**config.mk**
```make
export PLATFORM = sky130hd
export DESIGN_NAME = swt_core
export DESIGN_NICKNAME = d
export VERILOG_FILES = /design/src/rtl/swt_pkg.sv /design/src/rtl/swt_core.sv
export VERILOG_INCLUDE_DIRS = /design/src /design/src/rtl
export SDC_FILE = /design/constraint.sdc
export NUM_CORES = 1
export LEC_CHECK = 0
export BUFFER_PORTS_ARGS = -buffer_cell sky130_fd_sc_hd__buf_2
export CAP_MARGIN = 25
export CORE_MARGIN = 2
export CORE_UTILIZATION = 60
export DETAILED_ROUTE_END_ITERATION = 12
export HOLD_SLACK_MARGIN = 0.06
export MAX_ROUTING_LAYER = met4
export PLACE_DENSITY = 0.79
export SLEW_MARGIN = 20
export SYNTH_ARGS = -nofsm -noshare
export SYNTH_HDL_FRONTEND = slang
export SYNTH_SLANG_ARGS = --single-unit
```
**constraint.sdc**
```tcl
create_clock -name clk_in -period 5.25 [get_ports clk_in]
set_clock_uncertainty 0.2 [all_clocks]
set_input_delay 0.2625 -clock clk_in [delete_from_list [all_inputs] [get_ports clk_in]]
set_output_delay 0.2625 -clock clk_in [all_outputs]
set_load 0.02 [all_outputs]
```
**src/rtl/swt_params.svh**
```systemverilog
/*
 Register offsets, bit positions, reset values and timing figures
 of the sleep wake timer and battery monitor.
 Assumes inclusion by bare name from the design files.
*/
`ifndef SWT_PARAMS_SVH
`define SWT_PARAMS_SVH

`define SWT_A_STAT1    7'h03
`define SWT_A_STAT2    7'h04
`define SWT_A_IEN2     7'h06
`define SWT_A_CTL1     7'h07
`define SWT_A_WPER     7'h14
`define SWT_A_WTMH     7'h15
`define SWT_A_WTML     7'h16
`define SWT_A_WTVH     7'h17
`define SWT_A_WTVL     7'h18
`define SWT_A_THR      7'h1a
`define SWT_A_VBAT     7'h1b

`define SWT_B_WUT      3
`define SWT_B_LBD      2
`define SWT_B_ENLBD    6
`define SWT_B_ENWT     5
`define SWT_B_X32      4

`define SWT_IEN_RST    4'h3
`define SWT_THR_RST    5'h14
`define SWT_BELOW_NEED 2'h3
`define SWT_PRE_BASE   18'h00004

`define SWT_CLK_NS     10
`define SWT_MEAS_ON_NS 250000
`define SWT_LF_HZ      32768
`define SWT_MEAS_PER_S 1

`endif

```
**src/rtl/swt_pkg.sv**
```systemverilog
/*
 Types of the sleep wake timer and battery monitor.
 Assumes nothing of its surroundings.
*/
package swt_pkg;

  typedef enum logic {SWT_AWAKE, SWT_ASLEEP} swt_mode_t;

  typedef struct packed {
    logic [6:0] addr;
    logic       wr;
    logic       rd;
    logic [7:0] wdata;
  } swt_reg_req_t;

  typedef struct packed {
    swt_mode_t   mode;
    logic        run;
    logic [17:0] pre;
    logic [15:0] wtv;
    logic [5:0]  wper;
    logic [15:0] wtm;
    logic [4:0]  thr;
    logic [4:0]  vbat;
    logic [3:0]  ien;
    logic        enlbd;
    logic        enwt;
    logic        x32;
    logic        fl_wut;
    logic        fl_lbd;
    logic [15:0] tick;
    logic        meas_on;
    logic [15:0] on_cnt;
    logic [1:0]  below;
    logic [7:0]  rdata;
    logic        irq_n;
    logic        wut_pulse;
    logic        rc_on;
  } swt_state_t;

endpackage : swt_pkg

```
**src/rtl/swt_core.sv**
```systemverilog
/*
 Sleep supervision: wake timer on the low-frequency tick and battery
 monitor with threshold interrupt, reached through a byte register port.
 Assumes oscillator ticks and battery code synchronous to clk_in.
*/
`timescale 1ns/100ps
`default_nettype none
`include "swt_params.svh"

module swt_core #(
  parameter int MEAS_ON_CYC    = `SWT_MEAS_ON_NS / `SWT_CLK_NS,
  parameter int MEAS_PER_TICKS = `SWT_LF_HZ * `SWT_MEAS_PER_S
) (
  input  wire logic                  clk_in,
  input  wire logic                  rst_in,
  input  wire logic                  ce_in,
  input  wire logic                  sleep_cmd_in,
  input  wire logic                  rc_tick_in,
  input  wire logic                  xtal32_tick_in,
  input  wire logic [4:0]            batt_code_in,
  input  wire swt_pkg::swt_reg_req_t reg_req_in,
  output logic      [7:0]            reg_rdata_out,
  output logic                       irq_n_out,
  output logic                       asleep_out,
  output logic                       mcu_clk_en_out,
  output logic                       xtal30_en_out,
  output logic                       rc_osc_en_out,
  output logic                       general_pin_zero_xtal_out,
  output logic                       meas_en_out,
  output logic                       wake_expire_out
);

  swt_pkg::swt_state_t s_reg;
  swt_pkg::swt_state_t s_next;

  logic        lf;
  logic        expire;
  logic [17:0] pre_top;
  logic [15:0] on_top;
  logic [15:0] per_top;
  logic [7:0]  rv;

  assign on_top  = 16'(MEAS_ON_CYC - 1);
  assign per_top = 16'(MEAS_PER_TICKS - 1);
  // Prescale of 4 * 2^R ticks per count step
  assign pre_top = (`SWT_PRE_BASE << s_reg.wper[5:2]) - 18'h00001;

  always_comb begin
    s_next      = s_reg;
    expire      = 1'b0;
    rv          = 8'h00;
    s_next.wut_pulse = 1'b0;
    // Crystal replaces RC as tick source
    lf = s_reg.x32 ? xtal32_tick_in : rc_tick_in;

    // Register port
    if (reg_req_in.wr) begin
      case (reg_req_in.addr)
        `SWT_A_IEN2: s_next.ien = reg_req_in.wdata[3:0];
        `SWT_A_CTL1: begin
          s_next.enlbd = reg_req_in.wdata[`SWT_B_ENLBD];
          s_next.enwt  = reg_req_in.wdata[`SWT_B_ENWT];
          s_next.x32   = reg_req_in.wdata[`SWT_B_X32];
        end
        `SWT_A_WPER: s_next.wper = reg_req_in.wdata[5:0];
        `SWT_A_WTMH: s_next.wtm[15:8] = reg_req_in.wdata;
        `SWT_A_WTML: s_next.wtm[7:0] = reg_req_in.wdata;
        `SWT_A_THR:  s_next.thr = reg_req_in.wdata[4:0];
        default: ;
      endcase
    end
    if (reg_req_in.rd) begin
      case (reg_req_in.addr)
        `SWT_A_STAT2: begin
          rv[`SWT_B_WUT] = s_reg.fl_wut;
          rv[`SWT_B_LBD] = s_reg.fl_lbd;
          // Read clears; later sets still win
          s_next.fl_wut = 1'b0;
          s_next.fl_lbd = 1'b0;
        end
        `SWT_A_IEN2: rv[3:0] = s_reg.ien;
        `SWT_A_CTL1: begin
          rv[`SWT_B_ENLBD] = s_reg.enlbd;
          rv[`SWT_B_ENWT]  = s_reg.enwt;
          rv[`SWT_B_X32]   = s_reg.x32;
        end
        `SWT_A_WPER: rv[5:0] = s_reg.wper;
        `SWT_A_WTMH: rv = s_reg.wtm[15:8];
        `SWT_A_WTML: rv = s_reg.wtm[7:0];
        `SWT_A_WTVH: rv = s_reg.wtv[15:8];
        `SWT_A_WTVL: rv = s_reg.wtv[7:0];
        `SWT_A_THR:  rv[4:0] = s_reg.thr;
        `SWT_A_VBAT: rv[4:0] = s_reg.vbat;
        default: ;
      endcase
      s_next.rdata = rv;
    end

    // Wake timer
    if (s_reg.run && lf) begin
      if (s_reg.pre == pre_top) begin
        s_next.pre = 18'h00000;
        if (s_reg.wtm != 16'h0000 && s_reg.wtv == s_reg.wtm - 16'h0001) begin
          s_next.wtv = 16'h0000;
          expire     = 1'b1;
        end else begin
          s_next.wtv = s_reg.wtv + 16'h0001;
        end
      end else begin
        s_next.pre = s_reg.pre + 18'h00001;
      end
    end
    if (expire) begin
      s_next.fl_wut    = 1'b1;
      s_next.wut_pulse = 1'b1;
    end

    // Battery monitor
    if (!s_reg.enlbd) begin
      s_next.tick    = 16'h0000;
      s_next.meas_on = 1'b0;
      s_next.on_cnt  = 16'h0000;
      s_next.below   = 2'h0;
    end else if (s_reg.meas_on) begin
      if (s_reg.on_cnt == on_top) begin
        s_next.meas_on = 1'b0;
        s_next.on_cnt  = 16'h0000;
        s_next.vbat    = batt_code_in;
        if (batt_code_in < s_reg.thr) begin
          if (s_reg.below == `SWT_BELOW_NEED) begin
            s_next.fl_lbd = 1'b1;
          end else begin
            s_next.below = s_reg.below + 2'h1;
          end
        end else begin
          s_next.below = 2'h0;
        end
      end else begin
        s_next.on_cnt = s_reg.on_cnt + 16'h0001;
      end
    end else if (lf) begin
      if (s_reg.tick == per_top) begin
        s_next.tick    = 16'h0000;
        s_next.meas_on = 1'b1;
      end else begin
        s_next.tick = s_reg.tick + 16'h0001;
      end
    end

    // Interrupt line
    s_next.irq_n = !((s_next.fl_wut & s_next.ien[`SWT_B_WUT]) |
                     (s_next.fl_lbd & s_next.ien[`SWT_B_LBD]));

    // Mode: sleep only while no enabled interrupt is pending
    unique case (s_reg.mode)
      swt_pkg::SWT_AWAKE: begin
        if (sleep_cmd_in && s_next.irq_n) begin
          s_next.mode = swt_pkg::SWT_ASLEEP;
          if (s_next.enwt) begin
            s_next.run = 1'b1;
            s_next.pre = 18'h00000;
            s_next.wtv = 16'h0000;
          end
        end
      end
      swt_pkg::SWT_ASLEEP: begin
        // Disabled wake interrupt leaves mode alone
        if (!sleep_cmd_in || !s_next.irq_n) begin
          s_next.mode = swt_pkg::SWT_AWAKE;
        end
      end
    endcase
    if (!s_next.enwt) begin
      s_next.run = 1'b0;
    end
    // RC runs for monitor or timer unless crystal chosen
    s_next.rc_on = !s_next.x32 & (s_next.enlbd | s_next.run);
  end

  always_ff @(posedge clk_in) begin
    if (rst_in) begin
      s_reg       <= '0;
      s_reg.thr   <= `SWT_THR_RST;
      s_reg.ien   <= `SWT_IEN_RST;
      s_reg.irq_n <= 1'b1;
    end else if (ce_in) begin
      s_reg <= s_next;
    end
  end

  assign reg_rdata_out   = s_reg.rdata;
  assign irq_n_out       = s_reg.irq_n;
  assign asleep_out      = s_reg.mode;
  assign mcu_clk_en_out  = !s_reg.mode;
  assign xtal30_en_out   = !s_reg.mode;
  assign rc_osc_en_out   = s_reg.rc_on;
  assign general_pin_zero_xtal_out  = s_reg.x32;
  assign meas_en_out     = s_reg.meas_on;
  assign wake_expire_out = s_reg.wut_pulse;
endmodule : swt_core

`default_nettype wire

```
Yosys cells after proc, flatten, opt, wreduce, memory -nomap -nowiden
Index checks and enable logic that the tools add are counted.
- register bits after elaboration: 123
- input port bits: 28
- output and inout bits: 16
- logic and storage cells: 122
- add/sub/neg operators: 7
- order comparisons: 1
- eq/ne operators: 20
- shifts and indexed selects: 1
- mux-type cells: 44
- bitwise logic cells: 6
- reduce and logical (&&, ||, !) cells: 19
- operators by type and width (kind ; count):
    35-bit two-way mux ; 3
    16-bit two-way mux ; 5
    7-bit by 5-bit == test with 1-bit output, second input constant ; 7
    16-bit by 1-bit adder with 16-bit output, second input constant ; 3
    18-bit two-way mux ; 2
    36-bit two-way mux ; 1
    34-bit two-way mux ; 1
    16-bit by 15-bit == test with 1-bit output, second input constant ; 2
    7-bit by 3-bit == test with 1-bit output, second input constant ; 3
    18-bit by 1-bit adder with 18-bit output, second input constant ; 1
    18-bit == test ; 1
    2-bit case mux with 9 select lines ; 1
    3-bit AND reduction ; 6
    3-bit by 4-bit left shift with 18-bit output, first input constant ; 1
    18-bit by 1-bit subtractor with 18-bit output, second input constant ; 1
    17-bit two-way mux ; 1
    16-bit == test ; 1
    1-bit two-way mux ; 16
    2-bit case mux with 8 select lines ; 1
    16-bit nonzero test ; 1
    16-bit by 1-bit subtractor with 16-bit output, second input constant ; 1
    2-bit two-way mux ; 5
    1-bit case mux with 8 select lines ; 1
    4-bit AND reduction ; 2
    20 further kinds ; 31

Depth between registers and ports, before layout
Gate-level depths: netlist of the first run.
- depth after elaboration: 17
- mapped depth: 15

Worst setup path before layout of the first run
OpenSTA, ideal clock, no wires.
- path kind: register to register
- start: reg s_reg[86] in the netlist's numbering
- end: reg s_reg[90] in the netlist's numbering
- setup time: 0.143 ns
- data arrival time: 3.519 ns
- required time: 4.907 ns
- setup slack: 1.388 ns
- stages on the path, launching flop included: 16
- buffers on the path: 4
- period minus slack after synthesis: 3.862 ns
- cell sequence: dfxtp_1 buf_2 buf_1 nor2_1 nand2_1 ha_1 or3b_1 a21oi_2 o21ai_1 a32o_1 or4_1 clkbuf_1 o31a_1 buf_2 nor2_1 a22oi_1
- word-level cells in the longest chain between the ends: 12
- RTL lines (element ; RTL line ; text):
    start: declaration ; swt_core.sv:33 ; swt_pkg::swt_state_t s_reg;
    start signal: assignment ; swt_core.sv:187 ; s_reg <= s_next;
    3-bit by 4-bit left shift with 18-bit output (no source line) (*) ; -- ;
    18-bit by 1-bit subtractor with 18-bit output (*) ; swt_core.sv:46 ; assign pre_top = (`SWT_PRE_BASE << s_reg.wper[5:2]) - 18'h00001;
    18-bit == test (*) ; swt_core.sv:101 ; if (s_reg.pre == pre_top) begin
    1-bit two-way mux ; swt_core.sv:101 ;
    1-bit two-way mux ; swt_core.sv:100 ; if (s_reg.run && lf) begin
    1-bit two-way mux ; swt_core.sv:113 ; if (expire) begin
    1-bit AND ; swt_core.sv:151 ; s_next.irq_n = !((s_next.fl_wut & s_next.ien[`SWT_B_WUT]) |
    1-bit bitwise OR ; swt_core.sv:151 ;
    1-bit logical NOT ; swt_core.sv:151 ;
    1-bit logical AND ; swt_core.sv:157 ; if (sleep_cmd_in && s_next.irq_n) begin
    36-bit two-way mux ; swt_core.sv:157 ;
    35-bit two-way mux (*) ; swt_core.sv:155 ; unique case (s_reg.mode)
Mark *: on every way between the ends. The rest lies on a longest branch, timed or not.
A chain may end at the register's enable or synchronous reset.

Worst setup path after layout of the first run
- start: reg s_reg[85] in the netlist's numbering
- end: reg s_reg[90] in the netlist's numbering
The elaborated chain is that of the path after synthesis.

==> flow_metrics.py, run 1 <==
metrics = {
    "die": {
        "dieWidth_um": 116,
        "rows": 41,
        "start_util_pct": 60.7,
        "die_y_um": 116,
        "design.core.area_um2": 12500,
        "io_pins": 44,
        "die_area_um2": 13500,
    },
    "pwr": {
        "p_leak_uw": 0.00314,
        "power_density_nw_per_um2": 272,
        "combPwrFrac_pct": 5.3,
        "p_int_uw": 1740,
        "clkPwrFrac_pct": 53.4,
        "p_seq_share_pct": 41.3,
        "swShare_pct": 24.2,
        "power.net_switching_uw": 556,
        "ir_worst_vdd_v": 0.000234,
    },
    "yosys": {
        "synth_seq_cells": 123,
        "postSynthAreaPerCell_um2": 7.91,
        "syn_inst": 957,
        "synthesis.area_um2": 7570,
        "ys_seq_area_share_pct": 32.5,
        "synth_ff_type": "dfxtp_1",
        "ys.warnings.count": 0,
        "synth_edf_count": 0,
        "synth_cell_type_count": 74,
        "syn_nets": 996,
        "async_flop_share_pct": 0,
    },
    "setup_path": {
        "r2r_setup_slack_ps": 720,
        "rr_worst_depth": 12,
        "path_max_fanout": 19,
        "r2r_end": "s_reg[90]",
        "path_class": "reg2reg",
        "critPathCaptureType": "flop",
        "arrival_ps": 4600,
        "crit_start": "s_reg[85]",
        "start_kind": "flop",
        "crit_path_end": "s_reg[90]",
        "required_ps": 5320,
        "r2r-start": "s_reg[85]",
    },
    "grt": {
        "use_met1_pct": 39.0,
        "grt_pass1_wl_um": 32400,
        "busiest_layer": "met2",
        "grt_antenna_before_repair": 0,
        "grt_max_degree": 70,
        "use_met3_pct": 8.35,
        "track_usage_pct": 31.2,
        "overflow": 0,
        "met2_usage_pct": 48.6,
        "grt_pass1_vias": 6438,
    },
    "drt": {
        "vias_per_cell": 6.27,
        "wl_per_cell_um": 17.5,
        "drc_errors": 0,
        "vias": 7232,
        "drt_iter0_markers": 591,
        "ant_nets": 0,
        "firstDrtPassIters": 9,
        "drt-total-wl_um": 20200,
    },
    "timing": {
        "period_share_pct": 86.3,
        "fmax_mhz": 221,
        "maxSlewHeadroom_pct": 32.1,
        "tightestPinTransition_ps": 1010,
        "grt_setup_unrepaired": "no",
        "fin_tns_setup_ps": 0,
        "hold_violations": 0,
        "post-route-min-period_ps": 4530,
        "drv_slew": 0,
        "finalSetupViolCount": 0,
    },
    "clocking": {
        "htreeDepth": 4,
        "cts_buffers": 17,
        "cts_tree": "built",
        "cts-root-buf": "clkbuf_16",
        "clockBufferDepth": 2,
        "clk_latency_ps": 430,
        "cts_resized": 0,
        "cts.sinks": 123,
        "clkTransAtPathRegs_ps": 60,
    },
    "cells_and_area": {
        "fillers": 1055,
        "seq_area_um2": 2460,
        "nets": 1008,
        "antenna_cells": 0,
        "final_layout_size_suffix_gt1_share_pct": 11.1,
        "multi_input_area_um2": 4690,
        "final_cell_mix": "137 x nor2_1, 123 x dfxtp_1, 81 x nand2_1",
        "largest_reg_flops": 109,
        "final_area_um2": 8460,
        "layout_commonest_cell": "nor2_1",
        "area_growth_pct": 11.8,
    },
    "placement": {
        "hpwl_um": 14200,
        "io_buffers": 43,
        "place_area_um2": 7710,
        "gp_congestion": 0.915,
    },
    "hold_path": {
        "hold_path_startpoint": "sleep_cmd_in",
        "min_path_type": "in2reg",
        "min_delay_path_depth": 4,
    },
    "flow_run": {
        "max_cap_viol_count": 0,
    },
    "outcome": {
        "status": "finished, final reports clean",
    },
}
[synth_stat cells, drive strengths merged, types with 7 or more instances]
master | instances | area, um^2
nand4 | 26 | 163
a211oi | 10 | 75.1
nor2b | 10 | 62.6
and2 | 13 | 81.3
a21o | 11 | 82.6
buf | 27 | 180
or4 | 9 | 75.1
or3 | 19 | 119
inv | 18 | 67.6
o21ai | 34 | 170
xnor2 | 36 | 315
a221oi | 7 | 61.3
mux2i | 40 | 400
ha | 11 | 138
nand2 | 81 | 304
nor3 | 25 | 130
nor2 | 138 | 521
clkbuf | 44 | 166
a21oi | 32 | 168
nand3b | 13 | 97.6
a22o | 14 | 123
and3 | 15 | 93.8
or3b | 7 | 61.3
nand3 | 46 | 230
nor4 | 15 | 100
a22oi | 14 | 105
xor2 | 23 | 201
dfxtp | 123 | 2460
[layout make-up]
type / instances / area share [%]
clock buffers: 17 / 5.03
clock inverters: 15 / 2.22
inverters: 19 / 0.843
multi-input cells: 744 / 55.4
flip-flops and latches: 123 / 29.1
well taps: 172 / 2.54
repair buffers: 64 / 4.82
[per-layer routing]
metal | up-vias | part of all wire [%] | wire, um
li1 | 3498 | - | -
met4 | 0 | 3.0 | 597
met5 | - | 0 | 0
met2 | 284 | 46 | 9340
met1 | 3394 | 44 | 8880
met3 | 56 | 6.9 | 1390
[power groups by stage]
stage | Clock (uW) | Sequential [uW] | Combinational [uW]
floorplan | 0 | 967 | 75.3
global placement | 0 | 969 | 111
detailed placement | 0 | 970 | 112
CTS | 1230 | 949 | 120
global route | 1270 | 950 | 132
finish | 1230 | 949 | 122
[worst min-delay path by stage]
| stage | slack, ps | to |
|---|---|---|
| floorplan | 180 | s_reg[62] |
| detailed placement | 250 | wake_expire_out |
| global placement | 250 | wake_expire_out |
| finish | 120 | asleep_out |
| CTS | 110 | asleep_out |
| global route | 150 | asleep_out |
[critical path, stage by stage, from the launching register on]
cell and delay, ps:
dfxtp_1 710, nor3_1 180, nand2_1 120, ha_1 470, nand4bb_1 210, a21oi_2 70
or3_1 370, a32o_1 210, or4_1 520, buf_4 240, o31a_1 450, nor2_1 500
a22oi_1 130
[cells by family (layout without fill, tap and decap cells)]
logic type	after synthesis	count (layout)	synth area share, %
and+or+nand+nor	452	452	30.7
AOI/OAI and AO/OA	178	178	16.7
DFF	123	123	32.5
buffers and inverters	90	115	5.52
xor gates and xnor gates	59	59	6.83
muxes	44	44	5.88
adders and majority gates	11	11	1.82
[what timing repair did]
item / 4_1_cts / 5_1_grt
hold buffers: 14 / 0
hold endpoints to repair: 39 / 0
buffers inserted: 0 / 0
[stage by stage]
step	total power (uW)	cells	setup WS, ps	utilization [%]	hold slack (ps)
floorplan	1040	957	1390	-	180
global placement	1080	1108	894	61.8	249
detailed placement	1080	1108	806	61.8	254
CTS	2300	1154	741	67.9	112
global route	2360	1154	450	67.9	145
finish	2300	1154	717	67.9	118
No activity file was read; power rests on OpenSTA's default activity.
==> run 2, diff against run 1 <==
Settings changed: CORE_ASPECT_RATIO from default to 1.1.
==> flow_metrics.py, run 2 (synthesis results as in run 1) <==
metrics = {
    "outcome": {
        "status": "finished, final reports clean",
    },
    "die": {
        "io_pins": 44,
        "design.core.area_um2": 12500,
        "rows": 43,
        "die_area_um2": 13500,
        "die_y_um": 122,
        "dieWidth_um": 111,
        "start_util_pct": 60.7,
    },
    "setup_path": {
        "arrival_ps": 4640,
        "start_kind": "flop",
        "crit_chain": "nor3_1, nand2_1, ha_1, nand4bb_1, a21oi_2, or3_1, a32o_1, or4_1, or3_1, o311a_1, o21ba_2",
        "required_ps": 5370,
        "rr_worst_depth": 11,
        "cp_slowest_cell": "dfxtp_1",
        "path_max_fanout": 17,
        "worstSetupPathDepth": 11,
        "cpPeakStageDelay_ps": 690,
        "critPathTopFamily": "simple AND/OR/NAND/NOR gates",
        "cp.buffers_inverters": 0,
        "crit_top_cell": "or3_1",
        "critPathCaptureType": "flop",
        "path_class": "reg2reg",
    },
    "clocking": {
        "post_cts_buffers": 0,
        "clkTransAtPathRegs_ps": 60,
        "cts_hold_buf": 14,
        "cts-root-buf": "clkbuf_16",
        "cts_tree": "built",
        "cts_resized": 0,
        "cts_buffers": 17,
        "htreeDepth": 4,
        "clk_latency_ps": 420,
        "cts.sinks": 123,
        "clockBufferDepth": 2,
    },
    "timing": {
        "grt_setup_unrepaired": "no",
        "maxSlewHeadroom_pct": 29.1,
        "drv_slew": 0,
        "hold_violations": 0,
        "fin_tns_setup_ps": 0,
        "fmax_mhz": 221,
        "post-route-min-period_ps": 4520,
        "finalSetupViolCount": 0,
        "period_share_pct": 86.1,
        "tightestPinTransition_ps": 1060,
    },
    "cells_and_area": {
        "area_growth_pct": 11.4,
        "layout_commonest_cell": "nor2_1",
        "fillers": 1063,
        "final_cell_mix": "137 x nor2_1, 123 x dfxtp_1, 81 x nand2_1",
        "final_layout_size_suffix_gt1_share_pct": 10.8,
        "antenna_cells": 0,
        "nets": 1007,
        "final_util_pct": 67.6,
        "largest_reg_flops": 109,
    },
    "drt": {
        "drt-total-wl_um": 20100,
        "vias_per_cell": 6.38,
        "wl_per_cell_um": 17.7,
        "drc_errors": 0,
        "vias": 7263,
        "ant_nets": 0,
        "firstDrtPassIters": 5,
        "drt_iter0_markers": 546,
    },
    "grt": {
        "grt_pass1_vias": 6394,
        "grt_antenna_before_repair": 0,
        "grt_max_degree": 62,
        "track_usage_pct": 30.3,
        "overflow": 0,
        "grt_pass1_wl_um": 32200,
    },
    "pwr": {
        "power_density_nw_per_um2": 272,
        "p_leak_uw": 0.00313,
        "ir_worst_vdd_v": 0.000218,
    },
    "hold_path": {
        "min_path_type": "in2reg",
        "min_delay_path_depth": 4,
    },
    "flow_run": {
        "max_cap_viol_count": 0,
    },
    "placement": {
        "gp_congestion": 0.952,
        "io_buffers": 43,
        "hpwl_um": 14100,
    },
}
## run 2: cell count changes in the layout (fill, tap and decap cells not counted), moves of 2 or more
cell      previous run  this run
clkbuf_1             0         2
clkbuf_8             0         3
clkinv_4             4         2
inv_6                6         1
## run 2: final timing paths
kind,start,end,slack [ps]
setup reg to reg,s_reg[84],s_reg[121],730
hold / removal,sleep_cmd_in,asleep_out,120
setup / recovery,s_reg[84],s_reg[121],730
hold reg to reg,s_reg[47],s_reg[47],290
## run 2: worst register-to-register path, delay by kind of cell, from the launching register on
| family | cells | cell delay, ps |
|---|---|---|
| and+or+nand+nor | 6 | 2100 |
| AOI/OAI and AO/OA | 4 | 970 |
| adders and majority gates | 1 | 460 |
| DFF | 1 | 690 |
## run 2: through the flow
step / hold slack [ps] / power, uW / instances / setup slack (ps) / cell area, um^2
floorplan: 180 / 1040 / 957 / 1390 / 7570
CTS: 116 / 2300 / 1138 / 746 / 8430
global route: 128 / 2350 / 1138 / 407 / 8430
global placement: 262 / 1080 / 1092 / 837 / 7680
detailed placement: 270 / 1080 / 1092 / 759 / 7680
finish: 119 / 2290 / 1138 / 732 / 8430
## run 2: area by class of cell
type	instances	area, um^2	share of cell area, %
inverters	19	71.3	0.846
clock inverters	10	139	1.65
flip-flops and latches	123	2460	29.2
clock buffers	22	474	5.62
multi-input cells	744	4690	55.6
well taps	157	196	2.33
repair buffers	63	400	4.75
## run 2: power breakdown
part	switching [uW]	internal, uW
clock network	439	784
registers	8.20	941
logic	75.7	44.2
total	523	1770
## run 2: layer usage
| layer | up-vias | GRT usage (%) | wire (um) |
|---|---|---|---|
| met5 | - | - | 0 |
| met4 | 0 | 14.2 | 731 |
| met3 | 58 | 5.32 | 1370 |
| met2 | 304 | 48.8 | 9410 |
| met1 | 3406 | 37.5 | 8610 |
| li1 | 3495 | - | - |
==> run 3, diff against run 2 <==
Clock period 5.25 ns to 4.7 ns, I/O delays scaled along.
==> flow_metrics.py, run 3 (synthesis results as in run 1) <==
metrics = {
    "clocking": {
        "cts-root-buf": "clkbuf_16",
        "cts.sinks": 123,
        "cts_buffers": 17,
        "clk_latency_ps": 430,
        "cts_resized": 0,
        "post_cts_buffers": 0,
        "clkTransAtPathRegs_ps": 60,
        "clockBufferDepth": 2,
        "htreeDepth": 4,
        "cts_tree": "built",
        "cts_hold_buf": 13,
    },
    "timing": {
        "fmax_mhz": 230,
        "hold_violations": 0,
        "drv_slew": 0,
        "grt_setup_unrepaired": "no",
        "setup_ws_ps": 355,
        "fin_tns_setup_ps": 0,
        "finalSetupViolCount": 0,
        "post-route-min-period_ps": 4350,
        "maxSlewHeadroom_pct": 42.1,
        "tightestPinTransition_ps": 865,
        "period_share_pct": 92.5,
    },
    "drt": {
        "wl_per_cell_um": 17.9,
        "vias": 7298,
        "firstDrtPassIters": 5,
        "drt_iter0_markers": 568,
        "vias_per_cell": 6.38,
        "drt-total-wl_um": 20500,
        "drc_errors": 0,
        "ant_nets": 0,
    },
    "cells_and_area": {
        "largest_reg_flops": 109,
        "seq_area_um2": 2460,
        "antenna_cells": 0,
        "fillers": 1059,
        "layout_commonest_cell": "nor2_1",
        "final_layout_size_suffix_gt1_share_pct": 11.6,
        "final_cell_mix": "137 x nor2_1, 123 x dfxtp_1, 81 x nand2_1",
        "nets": 1012,
        "area_growth_pct": 11.5,
        "multi_input_area_um2": 4690,
    },
    "setup_path": {
        "path_max_fanout": 16,
        "start_kind": "flop",
        "arrival_ps": 4470,
        "crit_start": "s_reg[85]",
        "required_ps": 4820,
        "path_class": "reg2reg",
        "r2r-start": "s_reg[85]",
        "critPathCaptureType": "flop",
    },
    "placement": {
        "hpwl_um": 14200,
        "io_buffers": 43,
        "dp_slack_ps": 395,
        "gp_congestion": 0.967,
    },
    "pwr": {
        "power_density_nw_per_um2": 297,
        "ir_worst_vdd_v": 0.000207,
        "p_total_uw": 2510,
        "p_leak_uw": 0.00314,
    },
    "grt": {
        "grt_pass1_wl_um": 33000,
        "overflow": 0,
        "grt_antenna_before_repair": 0,
        "grt_pass1_vias": 6591,
        "grt_max_degree": 58,
        "track_usage_pct": 31.0,
    },
    "die": {
        "io_pins": 44,
        "rows": 43,
        "die_area_um2": 13500,
        "dieWidth_um": 111,
        "start_util_pct": 60.7,
        "design.core.area_um2": 12500,
        "die_y_um": 122,
    },
    "hold_path": {
        "min_path_type": "in2reg",
        "hold_path_startpoint": "rst_in",
    },
    "outcome": {
        "status": "finished, final reports clean",
    },
    "flow_run": {
        "max_cap_viol_count": 0,
    },
}
## run 3: cell count changes in the layout (fill, tap and decap cells not counted), sizes merged
cell,delta
clkinvlp,+2
dlygate4sd3,-1
inv,+5
clkbuf,-4
clkinv,-1
buf,+5
bufinv,-1
## run 3: worst paths after layout
kind,slack [ps],cells past startpoint,endpoint
setup / recovery,350,11,s_reg[121]
hold / removal,60,2,s_reg[11]
setup reg to reg,350,11,s_reg[121]
hold reg to reg,280,2,s_reg[47]
## run 3: metal layers
layer | vias to the layer above | wire length, um | GRT usage [%]
met4 | 0 | 921 | 15.3
met3 | 76 | 1530 | 5.22
met1 | 3386 | 8620 | 38.7
met5 | - | 0 | -
li1 | 3501 | - | -
met2 | 335 | 9390 | 49.2
## run 3: area by class of cell
cell class | instances | share of cell area (%)
inverters | 19 | 0.845
multi-input cells | 744 | 55.6
flip-flops and latches | 123 | 29.2
clock inverters | 15 | 1.91
clock buffers | 17 | 5.04
repair buffers | 68 | 5.13
well taps | 157 | 2.33
## run 3: stage by stage
step / utilization, % / cells / cell area, um^2 / hold WS, ps
floorplan: - / 957 / 7570 / 153
global placement: 61.8 / 1097 / 7720 / 257
detailed placement: 61.8 / 1097 / 7720 / 272
CTS: 67.6 / 1142 / 8440 / 66.1
global route: 67.6 / 1143 / 8440 / 94.7
finish: 67.6 / 1143 / 8440 / 61.4
## run 3: power by group
part	internal, uW	switching, uW
combinational	49.5	86.4
sequential	1050	8.99
clock	788	525
total	1890	620
## run 3: critical path, cell delays in order, from the launching register on
cell and delay (ps):
dfxtp_1 380, nor3_1 350, nand2_1 100, ha_1 370, nor3_1 200, a21oi_1 60
or3b_1 380, a32o_1 240, or4_1 710, or3_1 550, o311a_1 460, o21ba_2 240
